File: src/logic/dpwm_pkg.sv
package dpwm_pkg;

   // Generator, channel and parallel input counts
   localparam int unsigned NUM_GEN      = 2;
   localparam int unsigned NUM_CH       = 8;
   localparam int unsigned NUM_PAR_IN   = 2;

   // Field widths
   localparam int unsigned DUTY_W       = 8;
   localparam int unsigned DIV_W        = 2;
   localparam int unsigned TRIM_W       = 4;
   localparam int unsigned ACC_W        = 16;
   localparam int unsigned PRE_W        = 2;

   // Period divider codes
   localparam logic [1:0]  DIV_1024     = 2'h0;
   localparam logic [1:0]  DIV_512      = 2'h1;
   localparam logic [1:0]  DIV_256      = 2'h2;
   localparam logic [1:0]  DIV_FULL_ON  = 2'h3;

   // Base ticks per step, minus one, for the 1024, 512 and 256 codes; full on uses the 256 value
   localparam logic [1:0]  PRE_LIM_1024 = 2'h3;
   localparam logic [1:0]  PRE_LIM_512  = 2'h1;
   localparam logic [1:0]  PRE_LIM_256  = 2'h0;

   // Last step of a 256-step period
   localparam logic [7:0]  STEP_LAST    = 8'hff;

   // Oscillator trim codes
   localparam logic [3:0]  TRIM_RSVD    = 4'h0;
   localparam logic [3:0]  TRIM_NOM     = 4'h8;

   // Phase increments per trim code; nominal base rate is 50 MHz * 2048 / 65536
   localparam logic [15:0] INC_NOM      = 16'h0800;
   localparam logic [15:0] INC_M372     = 16'h0506;
   localparam logic [15:0] INC_M319     = 16'h0573;
   localparam logic [15:0] INC_M269     = 16'h05d9;
   localparam logic [15:0] INC_M210     = 16'h0652;
   localparam logic [15:0] INC_M155     = 16'h06c3;
   localparam logic [15:0] INC_M109     = 16'h0721;
   localparam logic [15:0] INC_M058     = 16'h0789;
   localparam logic [15:0] INC_P043     = 16'h0858;
   localparam logic [15:0] INC_P089     = 16'h08b6;
   localparam logic [15:0] INC_P140     = 16'h091f;
   localparam logic [15:0] INC_P195     = 16'h098f;
   localparam logic [15:0] INC_P256     = 16'h0a0c;
   localparam logic [15:0] INC_P324     = 16'h0a98;
   localparam logic [15:0] INC_P400     = 16'h0b33;

   // Reset values
   localparam logic [7:0]  DUTY_RST     = 8'h00;
   localparam logic [1:0]  DIV_RST      = 2'h0;

   typedef struct packed {
      logic [DIV_W-1:0]  period_divider_select;
      logic [DUTY_W-1:0] duty_value;
   } dpwm_gen_cfg_t;

   typedef struct packed {
      logic [NUM_CH-1:0] pwm_output_enable;
      logic [NUM_CH-1:0] pwm_channel_map;
      logic [NUM_CH-1:0] par_input_enable;
      logic [NUM_CH-1:0] par_input_map;
   } dpwm_map_cfg_t;

endpackage

File: src/logic/dpwm_gen.sv
`timescale 1ns/1ns
module dpwm_gen (
   input  wire logic                                 i_clk,
   input  wire logic                                 i_rst,
   input  wire logic [dpwm_pkg::TRIM_W-1:0]          i_oscillator_trim,
   input  dpwm_pkg::dpwm_gen_cfg_t [dpwm_pkg::NUM_GEN-1:0] i_gen_cfg,
   input  dpwm_pkg::dpwm_map_cfg_t                   i_map_cfg,
   input  wire logic [dpwm_pkg::NUM_PAR_IN-1:0]      i_par_in,
   output logic      [dpwm_pkg::NUM_CH-1:0]          o_channel,
   output logic      [dpwm_pkg::NUM_GEN-1:0]         o_gen_pwm,
   output logic      [dpwm_pkg::NUM_GEN-1:0]         o_period_start,
   output logic      [dpwm_pkg::NUM_GEN*dpwm_pkg::DUTY_W-1:0] o_duty_active
);

   ////////////////////////////////////////////////////////////////////////////
   // Decoding functions

   function automatic logic [15:0] trim_inc(input logic [3:0] code);
      logic [15:0] inc;
      inc = dpwm_pkg::INC_NOM;
      case (code)
         4'h1:    inc = dpwm_pkg::INC_M372;
         4'h2:    inc = dpwm_pkg::INC_M319;
         4'h3:    inc = dpwm_pkg::INC_M269;
         4'h4:    inc = dpwm_pkg::INC_M210;
         4'h5:    inc = dpwm_pkg::INC_M155;
         4'h6:    inc = dpwm_pkg::INC_M109;
         4'h7:    inc = dpwm_pkg::INC_M058;
         4'h9:    inc = dpwm_pkg::INC_P043;
         4'ha:    inc = dpwm_pkg::INC_P089;
         4'hb:    inc = dpwm_pkg::INC_P140;
         4'hc:    inc = dpwm_pkg::INC_P195;
         4'hd:    inc = dpwm_pkg::INC_P256;
         4'he:    inc = dpwm_pkg::INC_P324;
         4'hf:    inc = dpwm_pkg::INC_P400;
         // Reserved code runs at nominal rather than stopping the clock
         default: inc = dpwm_pkg::INC_NOM;
      endcase
      return inc;
   endfunction

   function automatic logic [1:0] pre_limit(input logic [1:0] div);
      logic [1:0] lim;
      lim = dpwm_pkg::PRE_LIM_256;
      case (div)
         dpwm_pkg::DIV_1024: lim = dpwm_pkg::PRE_LIM_1024;
         dpwm_pkg::DIV_512:  lim = dpwm_pkg::PRE_LIM_512;
         default:            lim = dpwm_pkg::PRE_LIM_256;
      endcase
      return lim;
   endfunction

   // Generator first, then parallel pin, else off; one pick per channel
   function automatic logic chan_pick(input logic gen_en,
                                      input logic gen_bit,
                                      input logic par_en,
                                      input logic par_bit);
      logic pick;
      pick = 1'b0;
      if (gen_en) begin
         pick = gen_bit;
      end else if (par_en) begin
         pick = par_bit;
      end
      return pick;
   endfunction

   ////////////////////////////////////////////////////////////////////////////
   // Shared base oscillator

   logic [dpwm_pkg::ACC_W-1:0] acc_q;
   logic [dpwm_pkg::ACC_W-1:0] acc_d;
   logic                       base_tick_q;
   logic                       base_tick_d;
   logic [dpwm_pkg::ACC_W-1:0] osc_inc;

   // Phase accumulator carry gives a fractional-rate base tick
   assign osc_inc = trim_inc(i_oscillator_trim);
   assign {base_tick_d, acc_d} = {1'b0, acc_q} + {1'b0, osc_inc};

   // Tick spacing averages to the trimmed rate; off-nominal codes jitter by one clock, nominal is exactly 32
   always_ff @(posedge i_clk or posedge i_rst) begin
      if (i_rst) begin
         acc_q <= '0;
      end else begin
         acc_q <= acc_d;
      end
   end

   // Carry registered so every generator sees the same tick
   always_ff @(posedge i_clk or posedge i_rst) begin
      if (i_rst) begin
         base_tick_q <= 1'b0;
      end else begin
         base_tick_q <= base_tick_d;
      end
   end

   ////////////////////////////////////////////////////////////////////////////
   // Generators

   logic [dpwm_pkg::NUM_GEN-1:0] gen_pwm_q;
   logic [dpwm_pkg::NUM_GEN-1:0] period_start_q;

   genvar g;
   generate
      for (g = 0; g < dpwm_pkg::NUM_GEN; g++) begin : gen_pwm
         logic [dpwm_pkg::PRE_W-1:0]  pre_q;
         logic [dpwm_pkg::PRE_W-1:0]  pre_d;
         logic [dpwm_pkg::DUTY_W-1:0] step_q;
         logic [dpwm_pkg::DUTY_W-1:0] step_d;
         logic [dpwm_pkg::DUTY_W-1:0] duty_q;
         logic [dpwm_pkg::DUTY_W-1:0] duty_d;
         logic [dpwm_pkg::DIV_W-1:0]  div_q;
         logic [dpwm_pkg::DIV_W-1:0]  div_d;
         logic                        step_tick;
         logic                        period_end;
         logic                        pwm_d;
         logic                        pwm_q;
         logic                        pst_q;

         // Step length set by the running divider; 256 steps per period
         assign step_tick  = base_tick_q && (pre_q == pre_limit(div_q));
         assign pre_d      = !base_tick_q ? pre_q :
                             (step_tick ? '0 : pre_q + 2'h1);
         assign period_end = step_tick && (step_q == dpwm_pkg::STEP_LAST);
         assign step_d     = step_tick ? step_q + 8'h01 : step_q;

         // Settings sampled only at the period boundary, so a write never
         // cuts a period short even from 0% or full on
         assign duty_d = period_end ? i_gen_cfg[g].duty_value : duty_q;
         assign div_d  = period_end ? i_gen_cfg[g].period_divider_select
                                    : div_q;

         // Strict compare: all-ones duty still leaves step 255 off
         assign pwm_d = (div_q == dpwm_pkg::DIV_FULL_ON) ? 1'b1 :
                        (step_q < duty_q);

         // Counters and latched settings in short blocks of their own
         always_ff @(posedge i_clk or posedge i_rst) begin
            if (i_rst) begin
               pre_q  <= '0;
               step_q <= '0;
            end else begin
               pre_q  <= pre_d;
               step_q <= step_d;
            end
         end

         // Reset gives duty 0 and divider 00 until the first boundary
         always_ff @(posedge i_clk or posedge i_rst) begin
            if (i_rst) begin
               duty_q <= dpwm_pkg::DUTY_RST;
               div_q  <= dpwm_pkg::DIV_RST;
            end else begin
               duty_q <= duty_d;
               div_q  <= div_d;
            end
         end

         // Local flops, so no two processes write one shared vector
         always_ff @(posedge i_clk or posedge i_rst) begin
            if (i_rst) begin
               pwm_q <= 1'b0;
               pst_q <= 1'b0;
            end else begin
               pwm_q <= pwm_d;
               pst_q <= period_end;
            end
         end

         assign gen_pwm_q[g]      = pwm_q;
         assign period_start_q[g] = pst_q;

         assign o_duty_active[g*dpwm_pkg::DUTY_W +: dpwm_pkg::DUTY_W] = duty_q;
      end
   endgenerate

   ////////////////////////////////////////////////////////////////////////////
   // Channel mapping

   logic [dpwm_pkg::NUM_CH-1:0] channel_q;
   logic [dpwm_pkg::NUM_CH-1:0] channel_d;

   genvar c;
   generate
      for (c = 0; c < dpwm_pkg::NUM_CH; c++) begin : gen_ch
         logic gen_src;
         logic par_src;
         // Generator wins over the parallel input when both are enabled
         assign gen_src = gen_pwm_q[i_map_cfg.pwm_channel_map[c]];
         assign par_src = i_par_in[i_map_cfg.par_input_map[c]];
         assign channel_d[c] = chan_pick(i_map_cfg.pwm_output_enable[c], gen_src,
                                         i_map_cfg.par_input_enable[c], par_src);
      end
   endgenerate

   always_ff @(posedge i_clk or posedge i_rst) begin
      if (i_rst) begin
         channel_q <= '0;
      end else begin
         channel_q <= channel_d;
      end
   end

   assign o_channel      = channel_q;
   assign o_gen_pwm      = gen_pwm_q;
   assign o_period_start = period_start_q;

endmodule // dpwm_gen

File: config.mk
export PLATFORM = sky130hd
export DESIGN_NAME = dpwm_gen
export DESIGN_NICKNAME = d
export VERILOG_FILES = /design/src/logic/dpwm_pkg.sv /design/src/logic/dpwm_gen.sv
export SDC_FILE = /design/constraint.sdc
export NUM_CORES = 1
export LEC_CHECK = 0
export BUFFER_PORTS_ARGS = -buffer_cell sky130_fd_sc_hd__buf_4
export CORE_MARGIN = 2
export CORE_UTILIZATION = 42
export DETAILED_ROUTE_END_ITERATION = 12
export GPL_TIMING_DRIVEN = 0
export HOLD_SLACK_MARGIN = 0.03
export PLACE_DENSITY = 0.62
export SETUP_SLACK_MARGIN = 0.1
export SYNTH_ARGS = -nofsm -noshare
export SYNTH_HDL_FRONTEND = slang
export SYNTH_SLANG_ARGS = --single-unit
File: constraint.sdc
create_clock -name i_clk -period 2.55 [get_ports i_clk]
set_input_delay 0.1275 -clock i_clk [delete_from_list [all_inputs] [get_ports i_clk]]
set_output_delay 0.1275 -clock i_clk [all_outputs]
set_load 0.01 [all_outputs]
Word-level counts from Yosys, hierarchy flattened

Memory sizes are Yosys's and may differ from the RTL's.
Index checks and enable logic that the tools add are counted.

Memory bits (read-only): 192
Bits in latches: 0
Memories kept: 1
Output and inout bits: 28
Register bits: 69
Bits in writable memories: 0
Logic and storage cells: 107

Reduce and logical (&&, ||, !) cells: 6
Multiplexer cells: 54
Equal/unequal tests: 8
Add/sub/neg operators: 5
Bitwise gates (word level): 0
Magnitude comparators: 18
Div/mod/pow operators: 0
$mul: 0
Shifts and indexed selects: 0

Memories:

| memory           | depth | bits a word | read ports | clocked after memory_dff | wr ports | RTL line       | RTL |
|---|---|---|---|---|---|---|---|
| (name not given) | 16    | 12          | 1          | 0                        | 0        | dpwm_gen.sv:21 | `case (code)` |

Operators by type and width:

| kind                  | count |
|---|---|
| $mux W1               | 50 |
| $lt A1 B2 Y1 const B  | 16 |
| $add A16 B16 Y17      | 1 |
| $add A8 B1 Y8 const B | 2 |
| $eq A8 B8 Y1 const B  | 2 |
| $lt A8 B8 Y1          | 2 |
| $pmux W2 S2           | 2 |
| $add A2 B1 Y2 const B | 2 |
| $eq A2 B1 Y1 const B  | 2 |
| $eq A2 B2 Y1          | 2 |
| $eq A2 B2 Y1 const B  | 2 |
| $logic_and A1 B1 Y1   | 4 |
| $logic_not A2 Y1      | 2 |
| $mux W2               | 2 |

Longest topological paths before layout

Gate-level depths: netlist (run 1).

Depth after elaboration: 5
Gate-level depth with buffers: 13

Worst setup path after synthesis (run 1)

OpenSTA, ideal clock, no wires.

Kind: in2reg
From: input port i_oscillator_trim[0] (netlist bit)
To: register acc_q[10] (netlist bit)
Stages on the path: 13
Library setup time: 0.087 ns
Path buffers: 0
Slack: 0.305 ns
Arrival: 2.159 ns
Cells stage by stage: inv_1 > ha_1 > nand2_1 > nand3_1 > o31ai_1 > ha_1 > inv_1 > fa_1 > nor2b_1 > o31a_1 > o2111ai_1 > a211o_1 > o211ai_1

Cells in the longest elaborated chain, start to end: 2

Ends and longest elaborated chain:

| item                 | RTL line       | RTL |
|---|---|---|
| from (decl)          | dpwm_gen.sv:5  | `input wire logic [dpwm_pkg::TRIM_W-1:0] i_oscillator_trim,` |
| $mem_v2 Z16 W12      | -              |  |
| $add A16 B16 Y17     | dpwm_gen.sv:79 | `assign {base_tick_d, acc_d} = {1'b0, acc_q} + {1'b0, osc_inc};` |
| net acc_d, one bit   | dpwm_gen.sv:72 | `logic [dpwm_pkg::ACC_W-1:0] acc_d;` |
| to (signal assigned) | dpwm_gen.sv:84 | `acc_q <= '0;` |
| to (signal assigned) | dpwm_gen.sv:86 | `acc_q <= acc_d;` |
| to (decl)            | dpwm_gen.sv:71 | `logic [dpwm_pkg::ACC_W-1:0] acc_q;` |

The timed path passes the listed nets, and every way through them passes these cells.
A chain may end at the register's enable or synchronous reset.

Worst setup path after layout (run 1)

From: input port i_oscillator_trim[1] (netlist bit)
To: register acc_q[10] (netlist bit)

Same word-level chain as after synthesis.

==> results of run 1 <==
Yosys cell counts, types with 2 or more instances:
cell / number
dfrtp_1: 69
nand2_1: 39
ha_1: 34
mux2_2: 32
inv_1: 27
o21ai_0: 21
a21oi_1: 19
xnor2_1: 18
nor2_1: 14
nand4_1: 10
mux2_4: 9
xor2_1: 9
a21o_1: 8
nand2b_1: 8
a211oi_1: 7
and3_1: 5
buf_4: 5
o211ai_1: 5
a31oi_1: 4
clkbuf_1: 4
nand3_1: 4
o2111ai_1: 4
o21a_1: 4
mux2i_1: 3
nor2b_1: 3
nor3b_1: 2
nor4_1: 2
o31ai_1: 2
worst max-delay path by stage:
stage	from	endpoint	slack, ps	cells past startpoint
floorplan	i_oscillator_trim[0]	acc_q[10]$_DFF_PP0_	300	13
global placement	i_rst	gen_pwm[1].duty_q[1]$_DFFE_PP0P_	-330	2
detailed placement	i_oscillator_trim[1]	acc_q[10]$_DFF_PP0_	-180	14
CTS	i_oscillator_trim[1]	acc_q[10]$_DFF_PP0_	180	14
global route	i_oscillator_trim[1]	acc_q[10]$_DFF_PP0_	70	14
finish	i_oscillator_trim[1]	acc_q[10]$_DFF_PP0_	220	14
registers in the layout, summed over array words and instances, names as in the netlist:
register and cells:
gen_pwm.duty_q 16, gen_pwm.pst_q 2, acc_q 16, gen_pwm.step_q 16, gen_pwm.pre_q 4, gen_pwm.pwm_q 2, base_tick_q 1, o_channel 8
gen_pwm.div_q 4
power groups by stage:
stage	clock, mW	sequential [mW]	combinational, mW
after floorplan	0	1.45	0.987
after global routing	0.960	1.49	1.58
after CTS	0.915	1.46	1.36
after detailed placement	0	1.48	1.30
after global placement	0	1.48	1.27
final	0.878	1.46	1.40
cell families (layout without fill, tap and decap cells):
group           Yosys count  after routing
compound gates           83             83
xor+xnor                 27             27
fa+ha+maj                35             35
buf+inv                  39            179
flops                    69             69
mux                      44             44
simple gates             96             96
through the flow:
stage               setup WS (ps)  TNS [ps]   util  power [mW]  instances
global route                 71.0         0  0.575        4.03        666
global placement             -327    -22700  0.513        2.74        613
CTS                           182         0  0.570        3.73        663
finish                        219         0  0.575        3.74        666
detailed placement           -176      -584  0.516        2.78        614
floorplan                     305         0      -        2.44        393
per-layer routing:
| layer | share of wire | up-vias | routed length (um) | track usage |
|---|---|---|---|---|
| met1 | 0.43 | 1622 | 3890 | 0.204 |
| met5 | 0 | - | 0 | 0 |
| li1 | - | 1677 | - | - |
| met3 | 0.056 | 8 | 514 | 0.0444 |
| met2 | 0.50 | 82 | 4600 | 0.305 |
| met4 | 0.012 | 0 | 106 | 0.0587 |
area by class of cell:
| cell class | count | area (sq um) |
|---|---|---|
| Sequential cell | 69 | 1730 |
| Timing Repair Buffer | 124 | 1040 |
| Tap cell | 133 | 166 |
| Fill cell | 829 | 4120 |
| Multi-Input combinational cell | 285 | 2260 |
| Clock buffer | 10 | 128 |
| Buffer | 12 | 88.8 |
| Inverter | 27 | 104 |
| Clock inverter | 6 | 63.8 |
worst max-delay path, cell delays in order:
cell       delay (ps)
buf_4             140
inv_1             130
ha_1              270
nand2_1           110
nand3_1            90
o31ai_1           100
ha_2              220
inv_1              50
fa_1              410
nor2b_2           160
o31a_1            260
o2111ai_2         150
a211o_1           290
o211ai_1           80
repair_timing:
action	CTS	global route
gates resized for setup	0	7
hold endpoints to repair	97	1
setup endpoints to repair	0	5
hold buffers	33	1
setup buffers	0	2
==> results.cfg, run 1 <==
[timing]
slew_headroom = 0.720
fin_crit_sh = 0.914
finalMaxSlewViolations = 0
period_minus_slack_ps = 2330
fin_skew_ps = 7.34
setup_viol_count_final = 0
tightestPinTransition_ps = 420
hold_viol_final = 0
whs_ps = 52.5
rsz0062_at_grt = yes
fmax_mhz = 429

[power]
p_per_area_nw_per_um2 = 672
p_leak_nw = 2.68
netSwitchingFraction = 0.346
intPower_mw = 2.45
share_comb_of_total_power = 0.375
seqPwrFrac = 0.390
ir_worst_vdd_uv = 578
p_switching_mw = 1.30
pwr-share-clk = 0.235

[synth]
ys_warn_count = 0
postSynthRegisterBits = 69
synth_top_family_by_area = compound AO/OA/AOI/OAI gates
yosysSeqAreaShare = 0.416
synthAdderAreaFrac = 0.107
yosys.area.top_type = dfrtp_1
synth_xor_area_frac = 0.0570
synthArstFlopShare = 1.00
syn_inst = 393
synth_ff_type = dfrtp_1
muxShareOfSynthArea = 0.127
ys_types = 50
synth_compound_area_frac = 0.128
synthesis.nets = 488
synthSimpleGateAreaFrac = 0.119
yosysTopAreaCellShare = 0.416
synth_area_leaders = dfrtp_1 (42%), ha_1 (10%), mux2_2 (8.7%)
synth_enable_flop_cells = 0
syn_area_sq_um = 4150
avgSynthCellArea_sq_um = 10.6

[placement]
numPortBuffers = 87
gp_congestion = 0.827
dpl.hpwl_mm = 6.35
place_area_sq_um = 5000

[clock_network]
cts_made_buffers = 9
h-tree-depth = 3
cts_tree = built
cts_buffer_depth = 2
clk-insertion-delay-late_ps = 340
path_clk_slew_ps = 80
cts-root-buf = clkbuf_8
clock-sinks = 69

[worst_setup_path]
critPathCaptureType = flip-flop
criticalPathCategory = in2reg
path_max_fanout = 7
timing.rr.start = acc_q[2]$_DFF_PP0_
r2r-end = base_tick_q$_DFF_PP0_
crit_arrival_ps = 2590
critical_path_required_ps = 2810
worstSetupStartpointType = input port
ff2ff_setup_slack_ps = 500
rr_worst_depth = 6

[route]
via_per_inst = 5.09
postRouteWirelength_mm = 9.10
initialDrtViolationCount = 83
drt_pre_antenna_iters = 4
vias = 3389
drc = 0
antenna_left = 0
routedWlPerCell_um = 13.7

[final_layout]
final_nets = 623
diodes = 0
synthToLayoutAreaGrowth_pct = 34.1
post-route-cell-area_sq_um = 5570
drive_gt1_frac = 0.308
layout_common_cells = buf_4 (94), dfrtp_1 (69), nand2_1 (39)
final_common_cell = buf_4

[min_path]
min_from = i_map_cfg[10]
whs_endpoint = o_channel[2]$_DFF_PP0_
hold_path.class = in2reg
min_delay_path_depth = 3

[global_route]
grt_pass1_vias = 3306
grt_max_degree = 61
track_usage = 0.173
overflow = 0
antenna_found_initial = 0
grt_pass1_wl_mm = 14.4

[die]
coreArea_sq_um = 9680
io_pins = 88
start_util = 0.429
die_y_um = 103
die-width_um = 103
die_area_sq_um = 10700
rows = 36

[job]
drv_cap = 0

[status]
outcome = complete, no violations
Power figures use the tool's default switching activity.
==> run 2, diff against run 1 <==
- ABC_AREA: default -> 1
- CTS_CLUSTER_SIZE: default -> 20
- MAX_ROUTING_LAYER: default -> met4
==> results.cfg, run 2 <==
[worst_setup_path]
criticalPathCategory = in2reg
cpMaxStageDelayCell = fa_1
path_max_fanout = 6
slowest_delay_ps = 400
crit_arrival_ps = 2390
worst-path-buf-inv = 6
path_common_cell = inv_1
critical_path_required_ps = 2790
worstSetupStartpointType = input port
critPathTopFamily = adder cells
critPathCaptureType = flip-flop
cp_cell_sequence = buf_4, inv_1, ha_1, nand2_1, inv_1, o21ai_0, o21ai_0, inv_1, ha_1, inv_1, fa_1, inv_1, nand3_1, nand3_1, nand3_1, nand4_1, nand2_1

[placement]
dpl.hpwl_mm = 7.47
numPortBuffers = 86
gp_congestion = 0.815

[job]
drv_cap = 0

[synth]
yosysTopAreaCellShare = 0.394
synth.most_common_cell = nand2_1
syn_area_sq_um = 4380
yosys.area.top_type = dfrtp_1
yosysSeqAreaShare = 0.394
avgSynthCellArea_sq_um = 7.39
ys_warn_count = 0
synth_area_leaders = dfrtp_1 (39%), nand2_1 (18%), ha_1 (9.7%)
synth_enable_flop_cells = 0
synthesis.nets = 688
synth_commonest_cells = nand2_1 (212), inv_1 (82), dfrtp_1 (69)
ys_types = 34
syn_inst = 593
synthArstFlopShare = 1.00
synth_ff_type = dfrtp_1
postSynthRegisterBits = 69

[power]
intPower_mw = 2.48
p_per_area_nw_per_um2 = 666
seqPwrFrac = 0.364
netSwitchingFraction = 0.353
p_switching_mw = 1.35
pwr-share-clk = 0.289
share_comb_of_total_power = 0.346
ir_worst_vdd_uv = 401
p_leak_nw = 3.21

[global_route]
track_usage = 0.200
grt_max_degree = 61
antenna_found_initial = 0
overflow = 0
grt_pass1_wl_mm = 17.7
grt_pass1_vias = 4044

[clock_network]
h-tree-depth = 3
path_clk_slew_ps = 80
cts-resized-gates = 0
cts-root-buf = clkbuf_8
postCtsSetupBuffers = 0
cts_tree = built
cts_buffer_depth = 2
cts_made_buffers = 9
clk-insertion-delay-late_ps = 350
clock-sinks = 69

[timing]
fin_crit_sh = 0.842
setup_viol_count_final = 0
finalMaxSlewViolations = 0
fmax_mhz = 466
setup_tns_ps = 0
rsz0062_at_grt = no
period_minus_slack_ps = 2150
slew_headroom = 0.540
hold_viol_final = 0
fin_skew_ps = 14.5
tightestPinTransition_ps = 685

[final_layout]
diodes = 0
final_nets = 814
synthToLayoutAreaGrowth_pct = 31.1
fillers = 959
final_util = 0.562
reg_top3 = acc_q x16, gen_pwm.duty_q x16, gen_pwm.step_q x16
layout_common_cells = nand2_1 (212), buf_4 (90), inv_1 (81)
drive_gt1_frac = 0.166
final_common_cell = nand2_1

[route]
postRouteWirelength_mm = 10.3
vias = 4117
initialDrtViolationCount = 183
drt_pre_antenna_iters = 5
drc = 0
via_per_inst = 4.79
antenna_left = 0
routedWlPerCell_um = 12.0

[die]
coreArea_sq_um = 10200
start_util = 0.429
die_y_um = 106
rows = 37
die-width_um = 106
die_area_sq_um = 11300
io_pins = 88

[min_path]
hold_path.class = in2reg

[status]
outcome = complete, no violations
## run 2: final cells by class
| cell class | instances | area (sq um) | area share |
|---|---|---|---|
| timing repair buffer | 115 | 953 | 0.166 |
| multi-input combinational | 427 | 2250 | 0.392 |
| sequential | 69 | 1730 | 0.300 |
| clock buffer | 10 | 128 | 0.0222 |
| inverter | 84 | 318 | 0.0553 |
| clock inverter | 6 | 111 | 0.0194 |
| buffer | 13 | 87.6 | 0.0152 |
| tap | 136 | 170 | 0.0296 |
## run 2: final timing paths
kind	end	startpoint	cells after the start	slack [ps]
max	acc_q[12]$_DFF_PP0_	i_oscillator_trim[0]	17	400
min	gen_pwm[1].div_q[1]$_DFFE_PP0P_	i_gen_cfg[19]	3	70
max reg2reg	acc_q[12]$_DFF_PP0_	acc_q[0]$_DFF_PP0_	9	860
min reg2reg	acc_q[0]$_DFF_PP0_	acc_q[0]$_DFF_PP0_	1	490
max in group asynchronous	gen_pwm[0].div_q[0]$_DFFE_PP0P_	i_rst	4	1780
min in group asynchronous	acc_q[3]$_DFF_PP0_	i_rst	3	230
## run 2: kinds of logic after synthesis
| logic type | share of synthesized area |
|---|---|
| mux | 0.00228 |
| simple gates | 0.291 |
| compound gates | 0.0856 |
| fa+ha+maj | 0.102 |
| flops | 0.394 |
| xor+xnor | 0.0340 |
| buf+inv | 0.0919 |
## run 2: timing repair
action	CTS	global route
setup endpoints to repair	0	0
endpoints found under the hold margin	96	0
hold buffers	28	0
## run 2: power by group through the flow
stage / Clock, mW / Combinational [mW] / Sequential [mW]
3_5_place_dp: 0 / 1.30 / 1.41
4_1_cts: 1.14 / 1.34 / 1.39
5_1_grt: 1.18 / 1.54 / 1.42
2_1_floorplan: 0 / 0.967 / 1.39
6_report: 1.11 / 1.33 / 1.39
3_3_place_gp: 0 / 1.25 / 1.41
## run 2: layer usage
metal	GRT usage	up-vias	wire (um)
met5	-	-	0
met4	0.0564	0	172
met3	0.0466	14	389
met2	0.330	71	4920
met1	0.247	1895	4800
li1	-	2137	-
## run 2: worst min-delay path, delay by kind of cell
| family | cells | cell delay [ps] |
|---|---|---|
| buffers and inverters | 1 | 80 |
| AND/OR/NAND/NOR | 2 | 170 |
## run 2: metrics by stage
stage / hold slack, ps / cell area (sq um) / std cells / total power, mW / setup WS [ps]
2_1_floorplan: 235 / 4380 / 593 / 2.36 / 511
3_3_place_gp: 329 / 5200 / 815 / 2.65 / -364
3_5_place_dp: 52.8 / 5230 / 816 / 2.71 / 50.8
4_1_cts: 52.5 / 5750 / 860 / 3.86 / 412
5_1_grt: 52.8 / 5750 / 860 / 4.14 / 170
6_report: 65.8 / 5750 / 860 / 3.83 / 403
